==> config.mk <==
export PLATFORM = sky130hd
export DESIGN_NAME = mcu_timer_counter_unit
export DESIGN_NICKNAME = d
export VERILOG_FILES = /design/src/include/mcu_timer_pkg.sv /design/src/include/pin_sync_if.sv /design/src/hdl/pin_sync.sv /design/src/hdl/mcu_timer_counter_unit.sv
export SDC_FILE = /design/constraint.sdc
export NUM_CORES = 1
export LEC_CHECK = 0
export BUFFER_PORTS_ARGS = -buffer_cell sky130_fd_sc_hd__buf_2
export CAP_MARGIN = 20
export CORE_UTILIZATION = 55
export DETAILED_ROUTE_END_ITERATION = 12
export MAX_ROUTING_LAYER = met4
export PLACE_DENSITY = 0.8
export SLEW_MARGIN = 40
export SYNTH_ARGS = -nofsm -noshare
export SYNTH_HDL_FRONTEND = slang
export SYNTH_HIERARCHICAL = 1
export SYNTH_SLANG_ARGS = --single-unit
==> constraint.sdc <==
create_clock -name clk -period 5.9 [get_ports clk]
set_input_delay 1.18 -clock clk [delete_from_list [all_inputs] [get_ports clk]]
set_output_delay 1.18 -clock clk [all_outputs]
set_load 0.01 [all_outputs]
==> src/include/mcu_timer_pkg.sv <==
// constants, types and field layout shared by the timer/counter unit
//
// What this block does
// - timer mode ticks every twelve core cycles
// - counter mode ticks on pin falling edge
// - edge detection takes two cycles, rate halved
// - each count is high byte plus low byte
// - mode 0 counts thirteen bits, low top frozen
// - mode 1 counts a full sixteen bits
// - mode 2 is eight-bit with auto reload
// - mode 3 splits timer 0, timer 1 holds
// - timer 1 still counts while timer 0 split
// - third timer select 01 counts prescaled clock
// - prescale select picks twelve or twenty-four cycles
// - third timer select 10 counts gate pin falls
// - gate pin sampled each edge, count follows
// - select 11 counts prescaled while gate high
// - reload mode 0 reloads on overflow
// - reload mode 1 reloads on trigger falling edge
// - reload trigger is low clock halved internally
// - four capture registers plus one reload register
// - mode field decodes 13, 16, 8-reload, split
// - reload field 0X off, 10 mode 0, 11 mode 1
// - overflow and external flags cleared on service
// - run bit clear stops timer 0 or 1; split high half is run by the second run bit
package mcu_timer_pkg;

   // ----------------------------------------------------------------
   // divider counts in core cycles
   // ----------------------------------------------------------------
   localparam int unsigned BASE_DIV = 12;   // core cycles per base tick
   localparam logic [3:0] BASE_DIV_LAST = 4'(BASE_DIV - 1);

   // ----------------------------------------------------------------
   // synchronised pin indices
   // ----------------------------------------------------------------
   localparam int unsigned PIN_COUNT = 6;
   localparam int unsigned PIN_FIRST = 0;    // first_count_input
   localparam int unsigned PIN_SECOND = 1;   // second_count_input
   localparam int unsigned PIN_THIRD = 2;    // third_count_gate_input
   localparam int unsigned PIN_EXT0 = 3;     // external interrupt 0 / gate 0
   localparam int unsigned PIN_EXT1 = 4;     // external interrupt 1 / gate 1
   localparam int unsigned PIN_LFCLK = 5;    // low_freq_clock

   // ----------------------------------------------------------------
   // timer mode register fields (per timer nibble)
   // ----------------------------------------------------------------
   localparam int unsigned MODE_T0_LSB = 0;
   localparam int unsigned CT_T0_BIT = 2;
   localparam int unsigned GATE_T0_BIT = 3;
   localparam int unsigned MODE_T1_LSB = 4;
   localparam int unsigned CT_T1_BIT = 6;
   localparam int unsigned GATE_T1_BIT = 7;

   typedef enum logic [1:0] {
      MODE_13BIT = 2'b00,
      MODE_16BIT = 2'b01,
      MODE_8RELOAD = 2'b10,
      MODE_SPLIT = 2'b11
   } timer_mode_t;

   // ----------------------------------------------------------------
   // third timer control fields
   // ----------------------------------------------------------------
   localparam int unsigned PRESCALE_SELECT_BIT = 7;
   localparam int unsigned RELOAD_ENABLE_BIT = 4;
   localparam int unsigned RELOAD_MODE_BIT = 3;
   localparam int unsigned INPUT_SELECT_LSB = 0;

   typedef enum logic [1:0] {
      T2_STOPPED = 2'b00,
      T2_TIMER = 2'b01,
      T2_EVENT = 2'b10,
      T2_GATED = 2'b11
   } input_select_t;

   // ----------------------------------------------------------------
   // software byte write selector
   // ----------------------------------------------------------------
   typedef enum logic [2:0] {
      WR_T0_LOW = 3'h0,
      WR_T0_HIGH = 3'h1,
      WR_T1_LOW = 3'h2,
      WR_T1_HIGH = 3'h3,
      WR_T2_LOW = 3'h4,
      WR_T2_HIGH = 3'h5,
      WR_RELOAD_LOW = 3'h6,
      WR_RELOAD_HIGH = 3'h7
   } byte_sel_t;

   localparam int unsigned CAPTURE_COUNT = 4;
   localparam logic [7:0] BYTE_ALL_ONES = 8'hFF;
   localparam logic [15:0] WORD_ALL_ONES = 16'hFFFF;
   localparam logic [7:0] BYTE_RESET = 8'h00;
   localparam logic [15:0] WORD_RESET = 16'h0000;

endpackage : mcu_timer_pkg

==> src/include/pin_sync_if.sv <==
// synchronised pin levels and falling/rising events between sync and timers
`timescale 1ns/1ps
`default_nettype none
interface pin_sync_if #(parameter int unsigned WIDTH = 6);
   logic [WIDTH-1:0] level;   // filtered, agreed pin level
   logic [WIDTH-1:0] fall;    // one-cycle pulse on 1-to-0
   logic [WIDTH-1:0] rise;    // one-cycle pulse on 0-to-1
   modport src (output level, output fall, output rise);
   modport dst (input level, input fall, input rise);
endinterface : pin_sync_if
`default_nettype wire

==> src/hdl/pin_sync.sv <==
// three-stage synchroniser with agreement filter and edge pulses
`timescale 1ns/1ps
`default_nettype none
module pin_sync #(
   parameter int unsigned WIDTH = 6
) (
   input wire logic clk,
   input wire logic rst,
   input wire logic [WIDTH-1:0] pinIn,
   pin_sync_if.src sync
);

   // ----------------------------------------------------------------
   // per-pin state
   // ----------------------------------------------------------------
   logic [WIDTH-1:0] stage1_q;   // metastability catcher, read by stage2 only
   logic [WIDTH-1:0] stage2_q;
   logic [WIDTH-1:0] stage3_q;
   logic [WIDTH-1:0] level_q;    // accepted level
   logic [WIDTH-1:0] level_d;
   logic [WIDTH-1:0] fall_q;
   logic [WIDTH-1:0] fall_d;
   logic [WIDTH-1:0] rise_q;
   logic [WIDTH-1:0] rise_d;

   genvar i;
   generate
      for (i = 0; i < WIDTH; i++) begin : gBit
         // a change is taken only when stage 2 and 3 agree
         always_comb begin
            level_d[i] = (stage2_q[i] == stage3_q[i]) ? stage3_q[i] : level_q[i];
            fall_d[i] = level_q[i] & ~level_d[i];
            rise_d[i] = ~level_q[i] & level_d[i];
         end
         // pins idle high so no spurious fall leaves reset
         always_ff @(posedge clk or posedge rst) begin
            if (rst) begin
               stage1_q[i] <= 1'b1;
               stage2_q[i] <= 1'b1;
               stage3_q[i] <= 1'b1;
               level_q[i] <= 1'b1;
               fall_q[i] <= 1'b0;
               rise_q[i] <= 1'b0;
            end else begin
               stage1_q[i] <= pinIn[i];
               stage2_q[i] <= stage1_q[i];
               stage3_q[i] <= stage2_q[i];
               level_q[i] <= level_d[i];
               fall_q[i] <= fall_d[i];
               rise_q[i] <= rise_d[i];
            end
         end
      end
   endgenerate

   assign sync.level = level_q;
   assign sync.fall = fall_q;
   assign sync.rise = rise_q;

endmodule : pin_sync
`default_nettype wire

==> src/hdl/mcu_timer_counter_unit.sv <==
// three timer/counters: two classic four-mode timers and a reload/capture timer
`timescale 1ns/1ps
`default_nettype none
module mcu_timer_counter_unit
   import mcu_timer_pkg::*;
(
   input wire logic clk,
   input wire logic rst,
   // pins
   input wire logic firstCountInput,
   input wire logic secondCountInput,
   input wire logic thirdCountGateInput,
   input wire logic extIntPin0,
   input wire logic extIntPin1,
   input wire logic lowFreqClock,
   // control levels
   input wire logic [7:0] timerModeReg,
   input wire logic firstRunBit,
   input wire logic secondRunBit,
   input wire logic extIntType0,
   input wire logic extIntType1,
   input wire logic [7:0] thirdTimerControlReg,
   // service acknowledges, one-cycle pulses
   input wire logic serviceT0,
   input wire logic serviceT1,
   input wire logic serviceExt0,
   input wire logic serviceExt1,
   input wire logic serviceT2,
   // software byte write
   input wire logic byteWrite,
   input wire logic [2:0] byteSelect,
   input wire logic [7:0] byteData,
   // capture strobes
   input wire logic [CAPTURE_COUNT-1:0] captureStrobe,
   // state
   output logic [7:0] t0CountHigh,
   output logic [7:0] t0CountLow,
   output logic [7:0] t1CountHigh,
   output logic [7:0] t1CountLow,
   output logic [7:0] thirdTimerCountHigh,
   output logic [7:0] thirdTimerCountLow,
   output logic [15:0] reloadValue,
   output logic [CAPTURE_COUNT-1:0][15:0] captureValue,
   output logic t0Overflow,
   output logic t1Overflow,
   output logic extIntFlag0,
   output logic extIntFlag1,
   output logic t2Overflow
);

   // ----------------------------------------------------------------
   // pin synchronisation
   // ----------------------------------------------------------------
   pin_sync_if #(.WIDTH(PIN_COUNT)) pins ();

   pin_sync #(.WIDTH(PIN_COUNT)) uSync (
      .clk(clk),
      .rst(rst),
      .pinIn({lowFreqClock, extIntPin1, extIntPin0, thirdCountGateInput, secondCountInput, firstCountInput}),
      .sync(pins.src)
   );

   // ----------------------------------------------------------------
   // prescaler: base tick and half-rate tick
   // ----------------------------------------------------------------
   logic [3:0] presc_q;    // 0..BASE_DIV-1
   logic [3:0] presc_d;
   logic half_q;           // toggles each base tick
   logic half_d;
   logic lfDiv_q;          // low clock divided by two
   logic lfDiv_d;
   logic tickBase;
   logic tickT2;
   logic reloadTrigFall;

   // one shared divider keeps all clock-based timers in phase
   always_comb begin
      tickBase = (presc_q == BASE_DIV_LAST);
      presc_d = tickBase ? 4'h0 : presc_q + 4'h1;
      half_d = tickBase ? ~half_q : half_q;
      tickT2 = thirdTimerControlReg[PRESCALE_SELECT_BIT] ? (tickBase & half_q) : tickBase;
      lfDiv_d = pins.rise[PIN_LFCLK] ? ~lfDiv_q : lfDiv_q;
      reloadTrigFall = pins.rise[PIN_LFCLK] & lfDiv_q;
   end

   always_ff @(posedge clk or posedge rst) begin
      if (rst) begin
         presc_q <= 4'h0;
         half_q <= 1'b0;
         lfDiv_q <= 1'b0;
      end else begin
         presc_q <= presc_d;
         half_q <= half_d;
         lfDiv_q <= lfDiv_d;
      end
   end

   // ----------------------------------------------------------------
   // one step of a classic timer: {overflow, high, low}
   // ----------------------------------------------------------------
   function automatic logic [16:0] stepTimer(input timer_mode_t m, input logic [7:0] hi, input logic [7:0] lo);
      logic [13:0] sum13;
      logic [16:0] res;
      sum13 = {1'b0, hi, lo[4:0]} + 14'h0001;
      res = {1'b0, hi, lo};
      unique case (m)
         MODE_13BIT: res = {sum13[13], sum13[12:5], lo[7:5], sum13[4:0]};
         MODE_16BIT: res = {1'b0, hi, lo} + 17'h0_0001;
         MODE_8RELOAD: begin
            if (lo == BYTE_ALL_ONES) begin
               res = {1'b1, hi, hi};
            end else begin
               res = {1'b0, hi, lo + 8'h01};
            end
         end
         MODE_SPLIT: res = {1'b0, hi, lo};
      endcase
      return res;
   endfunction : stepTimer

   // ----------------------------------------------------------------
   // timers 0 and 1 with their flags
   // ----------------------------------------------------------------
   logic [7:0] t0Hi_q, t0Hi_d, t0Lo_q, t0Lo_d;
   logic [7:0] t1Hi_q, t1Hi_d, t1Lo_q, t1Lo_d;
   logic tf0_q, tf0_d, tf1_q, tf1_d;
   logic ie0_q, ie0_d, ie1_q, ie1_d;
   timer_mode_t mode0, mode1;
   logic inc0, inc1, incSplitHigh;
   logic set0, set1;
   logic [16:0] step0, step1;
   logic [8:0] splitLow, splitHigh;

   always_comb begin
      mode0 = timer_mode_t'(timerModeReg[MODE_T0_LSB +: 2]);
      mode1 = timer_mode_t'(timerModeReg[MODE_T1_LSB +: 2]);
      // run bit plus optional gate on the external pin level
      inc0 = firstRunBit & (~timerModeReg[GATE_T0_BIT] | pins.level[PIN_EXT0])
           & (timerModeReg[CT_T0_BIT] ? pins.fall[PIN_FIRST] : tickBase);
      inc1 = secondRunBit & (~timerModeReg[GATE_T1_BIT] | pins.level[PIN_EXT1])
           & (timerModeReg[CT_T1_BIT] ? pins.fall[PIN_SECOND] : tickBase);
      // in split mode the high half is a plain timer run by the second run bit
      incSplitHigh = secondRunBit & tickBase;
      step0 = stepTimer(mode0, t0Hi_q, t0Lo_q);
      step1 = stepTimer(mode1, t1Hi_q, t1Lo_q);
      splitLow = {1'b0, t0Lo_q} + 9'h001;
      splitHigh = {1'b0, t0Hi_q} + 9'h001;
      t0Hi_d = t0Hi_q;
      t0Lo_d = t0Lo_q;
      t1Hi_d = t1Hi_q;
      t1Lo_d = t1Lo_q;
      set0 = 1'b0;
      set1 = 1'b0;
      if (mode0 == MODE_SPLIT) begin
         if (inc0) begin
            t0Lo_d = splitLow[7:0];
            set0 = splitLow[8];
         end
         if (incSplitHigh) begin
            t0Hi_d = splitHigh[7:0];
            set1 = splitHigh[8];
         end
      end else if (inc0) begin
         {set0, t0Hi_d, t0Lo_d} = step0;
      end
      // timer 1 keeps counting, but its overflow flag is lent to timer 0
      if (inc1 && mode1 != MODE_SPLIT) begin
         {t1Hi_d, t1Lo_d} = step1[15:0];
         if (mode0 != MODE_SPLIT) begin
            set1 = step1[16];
         end
      end
      // software byte writes override a simultaneous count
      if (byteWrite) begin
         unique case (byte_sel_t'(byteSelect))
            WR_T0_LOW: t0Lo_d = byteData;
            WR_T0_HIGH: t0Hi_d = byteData;
            WR_T1_LOW: t1Lo_d = byteData;
            WR_T1_HIGH: t1Hi_d = byteData;
            default: begin
            end
         endcase
      end
      // sticky flags; a set in the clearing cycle wins
      tf0_d = (tf0_q & ~serviceT0) | set0;
      tf1_d = (tf1_q & ~serviceT1) | set1;
      ie0_d = (ie0_q & ~serviceExt0)
            | (extIntType0 ? pins.fall[PIN_EXT0] : ~pins.level[PIN_EXT0]);
      ie1_d = (ie1_q & ~serviceExt1)
            | (extIntType1 ? pins.fall[PIN_EXT1] : ~pins.level[PIN_EXT1]);
   end

   always_ff @(posedge clk or posedge rst) begin
      if (rst) begin
         t0Hi_q <= BYTE_RESET;
         t0Lo_q <= BYTE_RESET;
         t1Hi_q <= BYTE_RESET;
         t1Lo_q <= BYTE_RESET;
         tf0_q <= 1'b0;
         tf1_q <= 1'b0;
         ie0_q <= 1'b0;
         ie1_q <= 1'b0;
      end else begin
         t0Hi_q <= t0Hi_d;
         t0Lo_q <= t0Lo_d;
         t1Hi_q <= t1Hi_d;
         t1Lo_q <= t1Lo_d;
         tf0_q <= tf0_d;
         tf1_q <= tf1_d;
         ie0_q <= ie0_d;
         ie1_q <= ie1_d;
      end
   end

   // ----------------------------------------------------------------
   // timer 2 count, reload register and overflow flag
   // ----------------------------------------------------------------
   logic [15:0] t2_q, t2_d;
   logic [15:0] crc_q, crc_d;   // reload value for the count
   logic tf2_q, tf2_d;
   input_select_t t2Sel;
   logic inc2, reloadEnable, reloadMode1, set2;

   always_comb begin
      t2Sel = input_select_t'(thirdTimerControlReg[INPUT_SELECT_LSB +: 2]);
      reloadEnable = thirdTimerControlReg[RELOAD_ENABLE_BIT];
      reloadMode1 = thirdTimerControlReg[RELOAD_MODE_BIT];
      unique case (t2Sel)
         T2_STOPPED: inc2 = 1'b0;
         T2_TIMER: inc2 = tickT2;
         T2_EVENT: inc2 = pins.fall[PIN_THIRD];
         T2_GATED: inc2 = tickT2 & pins.level[PIN_THIRD];
      endcase
      t2_d = t2_q;
      crc_d = crc_q;
      set2 = 1'b0;
      // trigger reload takes priority over a coincident increment
      if (reloadEnable && reloadMode1 && reloadTrigFall) begin
         t2_d = crc_q;
      end else if (inc2) begin
         if (t2_q == WORD_ALL_ONES) begin
            set2 = 1'b1;
            t2_d = (reloadEnable && !reloadMode1) ? crc_q : WORD_RESET;
         end else begin
            t2_d = t2_q + 16'h0001;
         end
      end
      if (byteWrite) begin
         unique case (byte_sel_t'(byteSelect))
            WR_T2_LOW: t2_d[7:0] = byteData;
            WR_T2_HIGH: t2_d[15:8] = byteData;
            WR_RELOAD_LOW: crc_d[7:0] = byteData;
            WR_RELOAD_HIGH: crc_d[15:8] = byteData;
            default: begin
            end
         endcase
      end
      tf2_d = (tf2_q & ~serviceT2) | set2;
   end

   always_ff @(posedge clk or posedge rst) begin
      if (rst) begin
         t2_q <= WORD_RESET;
         crc_q <= WORD_RESET;
         tf2_q <= 1'b0;
      end else begin
         t2_q <= t2_d;
         crc_q <= crc_d;
         tf2_q <= tf2_d;
      end
   end

   // ----------------------------------------------------------------
   // capture registers: snapshot without pausing the count
   // ----------------------------------------------------------------
   logic [CAPTURE_COUNT-1:0][15:0] cap_q;
   logic [CAPTURE_COUNT-1:0][15:0] cap_d;

   genvar c;
   generate
      for (c = 0; c < CAPTURE_COUNT; c++) begin : gCapture
         // takes the count as it stood before this edge
         always_comb begin
            cap_d[c] = captureStrobe[c] ? t2_q : cap_q[c];
         end
         always_ff @(posedge clk or posedge rst) begin
            if (rst) begin
               cap_q[c] <= WORD_RESET;
            end else begin
               cap_q[c] <= cap_d[c];
            end
         end
      end
   endgenerate

   // ----------------------------------------------------------------
   // outputs, all straight from flops
   // ----------------------------------------------------------------
   assign t0CountHigh = t0Hi_q;
   assign t0CountLow = t0Lo_q;
   assign t1CountHigh = t1Hi_q;
   assign t1CountLow = t1Lo_q;
   assign thirdTimerCountHigh = t2_q[15:8];
   assign thirdTimerCountLow = t2_q[7:0];
   assign reloadValue = crc_q;
   assign captureValue = cap_q;
   assign t0Overflow = tf0_q;
   assign t1Overflow = tf1_q;
   assign extIntFlag0 = ie0_q;
   assign extIntFlag1 = ie1_q;
   assign t2Overflow = tf2_q;

endmodule : mcu_timer_counter_unit
`default_nettype wire

==> results_dict.tcl, run 1 <==
set metrics [dict create \
    outcome "finished, final reports clean" \
    clockBufferDepth 2 \
    vias 7235 \
    fin_cells 1182 \
    die_area_um2 16100 \
    drive_gt1_share_pct 34.3 \
    cts_max_level 4 \
    dr.pass1.iters 5 \
    dp.cells 1147 \
    first_iter_violations 475 \
    whs_path_depth 0 \
    die-height_um 127 \
    period_needed_ns 2.73 \
    routed_wl_um 22100 \
    hold_end "uSync/stage2_q[3]" \
    syn_area_per_cell_um2 10.3 \
    period_share_pct 46.2 \
    grt_pass1_vias 6816 \
    skew_ns 0.00630 \
    holdWs_ns 0.356 \
    worstSetupPathType "primary input to flip-flop" \
    drc_errors 0 \
    final.setup.tns_ns 0 \
    die_x_um 127 \
    clk_pin_slew_ns 0.07 \
    maxCapViolCount 0 \
    netlist_instances 834 \
    hold_violations 0 \
    worstPathMaxFanout 24 \
    rsz0062_at_grt "false" \
    setup_viol 0 \
    fmax_mhz 367 \
    hpwl_um 15300 \
    r2r_cells 6 \
    cts_root_buffer "clkbuf_16" \
    combinationalPowerShare_pct 27.5 \
    crit_required_ns 6.24 \
    p_seq_share_pct 44.9 \
    cp-end-kind "flip-flop" \
    ant_nets 0 \
    grt_pass1_wl_um 35900 \
    internal_power_w 0.00257 \
    cts_made_buffers 17 \
    rrSetupSlack_ns 3.22 \
    r2r_end "t0CountHigh[2]" \
    power_density_nw_per_um2 396 \
    insertion_delay_ns 0.42 \
    initial_core_util_pct 56.4 \
    routedWlPerCell_um 18.7 \
    nNetsFinal 1035 \
    start_kind "primary input" \
    hold_buffers 0 \
    gr-total-overflow 0 \
    maxSlewViolCount 0 \
    grt.total_usage_pct 29.5 \
    n_fill_cell 1246 \
    yosys_warnings 6 \
    worst_pin_slew_ns 0.713 \
    core-area_um2 15200 \
    ctsResizeCount 0 \
    rows 45 \
    io_buffers 178 \
    gp_routability_congestion 0.938 \
    grt_start_max_net_pins 83 \
    vdd_drop_max_uv 208 \
    p_leak_nw 4.33 \
    hp-class "flip-flop to flip-flop" \
    arrival_ns 3.06 \
    power_switching_w 0.00142 \
    reg2reg_from "presc_q[0]" \
    maxSlewHeadroom_pct 52.5 \
    ioPinCount 182 \
    antenna_found_initial 3 \
    syn_area_um2 8570 \
    synthToLayoutAreaGrowth_pct 17.7 \
    cts_setup_buffers 0 \
    syn-num-nets 891 \
    cts_sinks 169 \
    min_from "uSync/stage1_q[3]" \
    viasPerCell 6.12 \
    switching_share_pct 35.6 \
    p_clk_share_pct 27.6 \
    cts_tree "yes" \
]
-- routing by layer --
metal,part of all wire (%),GRT usage (%),up-vias
li1,-,-,3338
met1,43,37.6,3547
met2,49,47.5,315
met3,7.1,6.37,35
met4,1.7,8.96,0
met5,0,-,-
-- sequential cells by signal, indices dropped and copies added (netlist names), 4 cells and up --
signal,flops
captureValue,64
presc_q,4
reloadValue,16
t0CountHigh,8
t0CountLow,8
t1CountHigh,8
t1CountLow,8
t2_q,16
uSync/stage1_q,6
uSync/stage2_q,6
uSync/stage3_q,6
uSync/sync.fall,5
uSync/sync.level,6
-- cells in the final DEF, fill, tap and decap left out, types with 5 or more instances in the layout --
cell type,count
a21oi_1,44
o21ai_0,38
nor3_1,25
xnor2_1,18
a31oi_1,19
nor2_1,69
ha_1,7
nand4_1,11
buf_2,178
nor3b_1,8
dfstp_2,24
o21a_1,6
a22oi_1,5
o211ai_1,5
and3_1,6
mux2_2,80
a21o_1,5
xor2_1,10
clkbuf_16,17
nor2b_1,7
maj3_2,6
nand2b_1,10
dfrtp_1,145
nor4_1,8
inv_1,17
nand3_1,34
a22o_1,6
o221ai_1,5
nand2_1,66
o22ai_1,14
-- critical path, cell delays in order --
cell	delay [ns]
buf_2	0.10
inv_1	0.04
ha_1	0.74
and3_1	0.33
a21oi_1	0.05
or4_1	0.40
a31oi_1	0.22
-- area by class of cell --
| class | count | area, um2 | share of cell area [%] |
|---|---|---|---|
| diodes | 3 | 7.51 | 0.0744 |
| clock buffers | 17 | 425 | 4.22 |
| clock inverters | 15 | 163 | 1.61 |
| inverters | 19 | 76.3 | 0.756 |
| multi-input cells | 589 | 4000 | 39.7 |
| flip-flops and latches | 169 | 4260 | 42.2 |
| well taps | 188 | 235 | 2.33 |
| repair buffers | 182 | 921 | 9.13 |
-- power by group through the flow --
stage	Combinational, W	Sequential [W]	Clock (W)
6_report	0.00110	0.00179	0.00110
5_1_grt	0.00121	0.00183	0.00116
4_1_cts	0.00110	0.00179	0.00112
3_5_place_dp	0.00110	0.00181	0
3_3_place_gp	0.00107	0.00179	0
2_1_floorplan	0.000632	0.00180	0
-- worst max-delay path by stage --
stage | startpoint | to | slack, ns | cells past startpoint
6_report | timerModeReg[0] | t0CountHigh[5] | 3.17 | 7
5_1_grt | thirdTimerControlReg[1] | t2_q[14] | 3.07 | 6
4_1_cts | timerModeReg[0] | t0CountHigh[5] | 3.24 | 7
2_1_floorplan | rst | captureValue[0] | 1.0 | 1
3_5_place_dp | thirdTimerControlReg[1] | t2_q[14] | 2.79 | 6
3_3_place_gp | timerModeReg[0] | t0CountHigh[5] | 2.80 | 7
-- stage by stage --
step                utilization, %  instance area, um2  setup WS (ns)  total power, W
global route                  66.4               10100           3.07         0.00421
floorplan                        -                8570          0.995         0.00243
detailed placement            62.4                9490           2.79         0.00290
global placement              62.4                9490           2.80         0.00286
finish                        66.4               10100           3.17         0.00400
CTS                           66.3               10100           3.24         0.00401
Power figures use the tool's default switching activity.
==> run 2, diff against run 1 <==
clock period = 2.8 ns   (was 5.9 ns; I/O delays follow)
==> run 2 against run 1 <==
Effect of this change:
- worst setup slack got worse by 2.8 ns
- non-clock buffer count increased by 20
- wire length grew 2.8%
- combinational power is 130% higher
- hold slack worse by 0.24 ns
- via count grew 2.6%
- global-route usage grew 0.49 points
- clock skew grew 0.0014 ns
- design area rose by 1.7%
- sequential cell count is the same
- register-to-register slack got worse by 2.9 ns
- clock power increased by 110%
- critical endpoint is now t2_q[6]
- largest cell class unchanged
- highest routed layer unchanged
==> results_dict.tcl, run 2 (synthesized netlist as in run 1, its figures left out) <==
set metrics [dict create \
    rrSetupSlack_ns 0.36 \
    r2r_end "t2_q[6]" \
    hold_buffers 0 \
    cts_sinks 169 \
    cts_root_buffer "clkbuf_16" \
    vdd_drop_max_uv 421 \
    cp.buffers_inverters 1 \
    hold_violations 0 \
    n_fill_cell 1216 \
    hpwl_um 15900 \
    finish.utilization_pct 67.5 \
    clk_pin_slew_ns 0.07 \
    gr-total-overflow 0 \
    skew_ns 0.00770 \
    period_needed_ns 2.44 \
    gp_routability_congestion 0.937 \
    layout_commonest_cell "buf_2" \
    drc_errors 0 \
    worstSetupPathType "flip-flop to flip-flop" \
    largest_register_ffs 64 \
    start_kind "flip-flop" \
    pre_cts_ws_ns 0.338 \
    setup_viol 0 \
    power_density_nw_per_um2 832 \
    path_cells "ha_1 > nand3b_1 > o41a_1 > buf_4 > nor3_1 > o32ai_1 > a41o_1 > a21oi_1" \
    routed_wl_um 22700 \
    crit_family "compound AO/OA/AOI/OAI gates" \
    rows 45 \
    cts_made_buffers 17 \
    core-area_um2 15200 \
    die_x_um 127 \
    insertion_delay_ns 0.43 \
    maxSlewHeadroom_pct 51.7 \
    worstPathMaxFanout 8 \
    worst_pin_slew_ns 0.725 \
    die-height_um 127 \
    vias 7424 \
    final_cell_mix "buf_2 (178), dfrtp_1 (145), mux2_2 (80), nor2_1 (69), nand2_1 (66)" \
    cp-end-kind "flip-flop" \
    ant_nets 0 \
    cpMaxStageDelayCell "o41a_1" \
    p_leak_nw 4.45 \
    grt_start_max_net_pins 63 \
    nNetsFinal 1055 \
    routedWlPerCell_um 18.9 \
    setup_slack_ns 0.360 \
    holdWs_ns 0.117 \
    hp-class "primary input to async pin" \
    cts_max_level 4 \
    arrival_ns 2.79 \
    antenna_found_initial 2 \
    maxSlewViolCount 0 \
    first_iter_violations 554 \
    die_area_um2 16100 \
    cts_setup_buffers 0 \
    cts_tree "yes" \
    period_share_pct 87.1 \
    grt_pass1_wl_um 36400 \
    final.setup.tns_ns 0 \
    ctsResizeCount 0 \
    crit_required_ns 3.15 \
    r2r_cells 8 \
    grt_pass1_vias 6847 \
    maxCapViolCount 0 \
    initial_core_util_pct 56.4 \
    synthToLayoutAreaGrowth_pct 19.7 \
    clockBufferDepth 2 \
    io_buffers 178 \
    ioPinCount 182 \
    viasPerCell 6.18 \
    dr.pass1.iters 6 \
    grt.total_usage_pct 30.0 \
    drive_gt1_share_pct 35.3 \
    reg2reg_from "presc_q[0]" \
    rsz0062_at_grt "false" \
    fmax_mhz 410 \
    outcome "finished, final reports clean" \
    slowest_delay_ns 0.55 \
]
[run 2: changes by cell type in the layout (fill, tap and decap cells not counted), moves of 2 or more]
| cell | change |
|---|---|
| buf_12 | +3 |
| buf_4 | +17 |
| clkinv_4 | -3 |
| clkinvlp_4 | -2 |
| inv_4 | +3 |
| inv_6 | +4 |
| inv_8 | -3 |
[run 2: report_power, final]
group          switching, W  total, W  leakage (nW)  internal [W]
clock               0.00104   0.00234         0.292       0.00130
combinational       0.00134   0.00250          2.22       0.00116
sequential         0.000626   0.00369          1.94       0.00306
total               0.00300   0.00853          4.45       0.00553
[run 2: worst max-delay path by stage]
stage	start	to	slack [ns]	depth (start not counted)
5_1_grt	presc_q[0]	t2_q[10]	0.13	7
6_report	presc_q[0]	t2_q[6]	0.36	8
2_1_floorplan	rst	captureValue[0]	0.50	1
3_3_place_gp	timerModeReg[0]	t0CountHigh[5]	0.37	7
4_1_cts	presc_q[0]	t2_q[6]	0.36	8
3_5_place_dp	timerModeReg[0]	t0CountLow[2]	0.34	8
[run 2: metrics by stage]
stage | cells | area [um2] | total power (W)
after global placement | 1167 | 9670 | 0.00610
final | 1201 | 10300 | 0.00853
after floorplan | 834 | 8580 | 0.00512
after CTS | 1199 | 10300 | 0.00854
after detailed placement | 1167 | 9670 | 0.00619
after global routing | 1201 | 10300 | 0.00896
[run 2: layer usage]
layer | GRT usage (%) | part of all wire (%)
met1 | 37.1 | 41
met5 | - | 0
met2 | 49.3 | 49
met4 | 11.6 | 2.4
met3 | 5.36 | 7.4
[run 2: final cells by class]
| class | count | area [um2] | area share (%) |
|---|---|---|---|
| inverters | 19 | 75.1 | 0.732 |
| clock inverters | 13 | 126 | 1.23 |
| well taps | 188 | 235 | 2.29 |
| multi-input cells | 589 | 4000 | 38.9 |
| diodes | 2 | 5.00 | 0.0488 |
| repair buffers | 202 | 1110 | 10.8 |
| clock buffers | 19 | 454 | 4.43 |
| flip-flops and latches | 169 | 4260 | 41.5 |
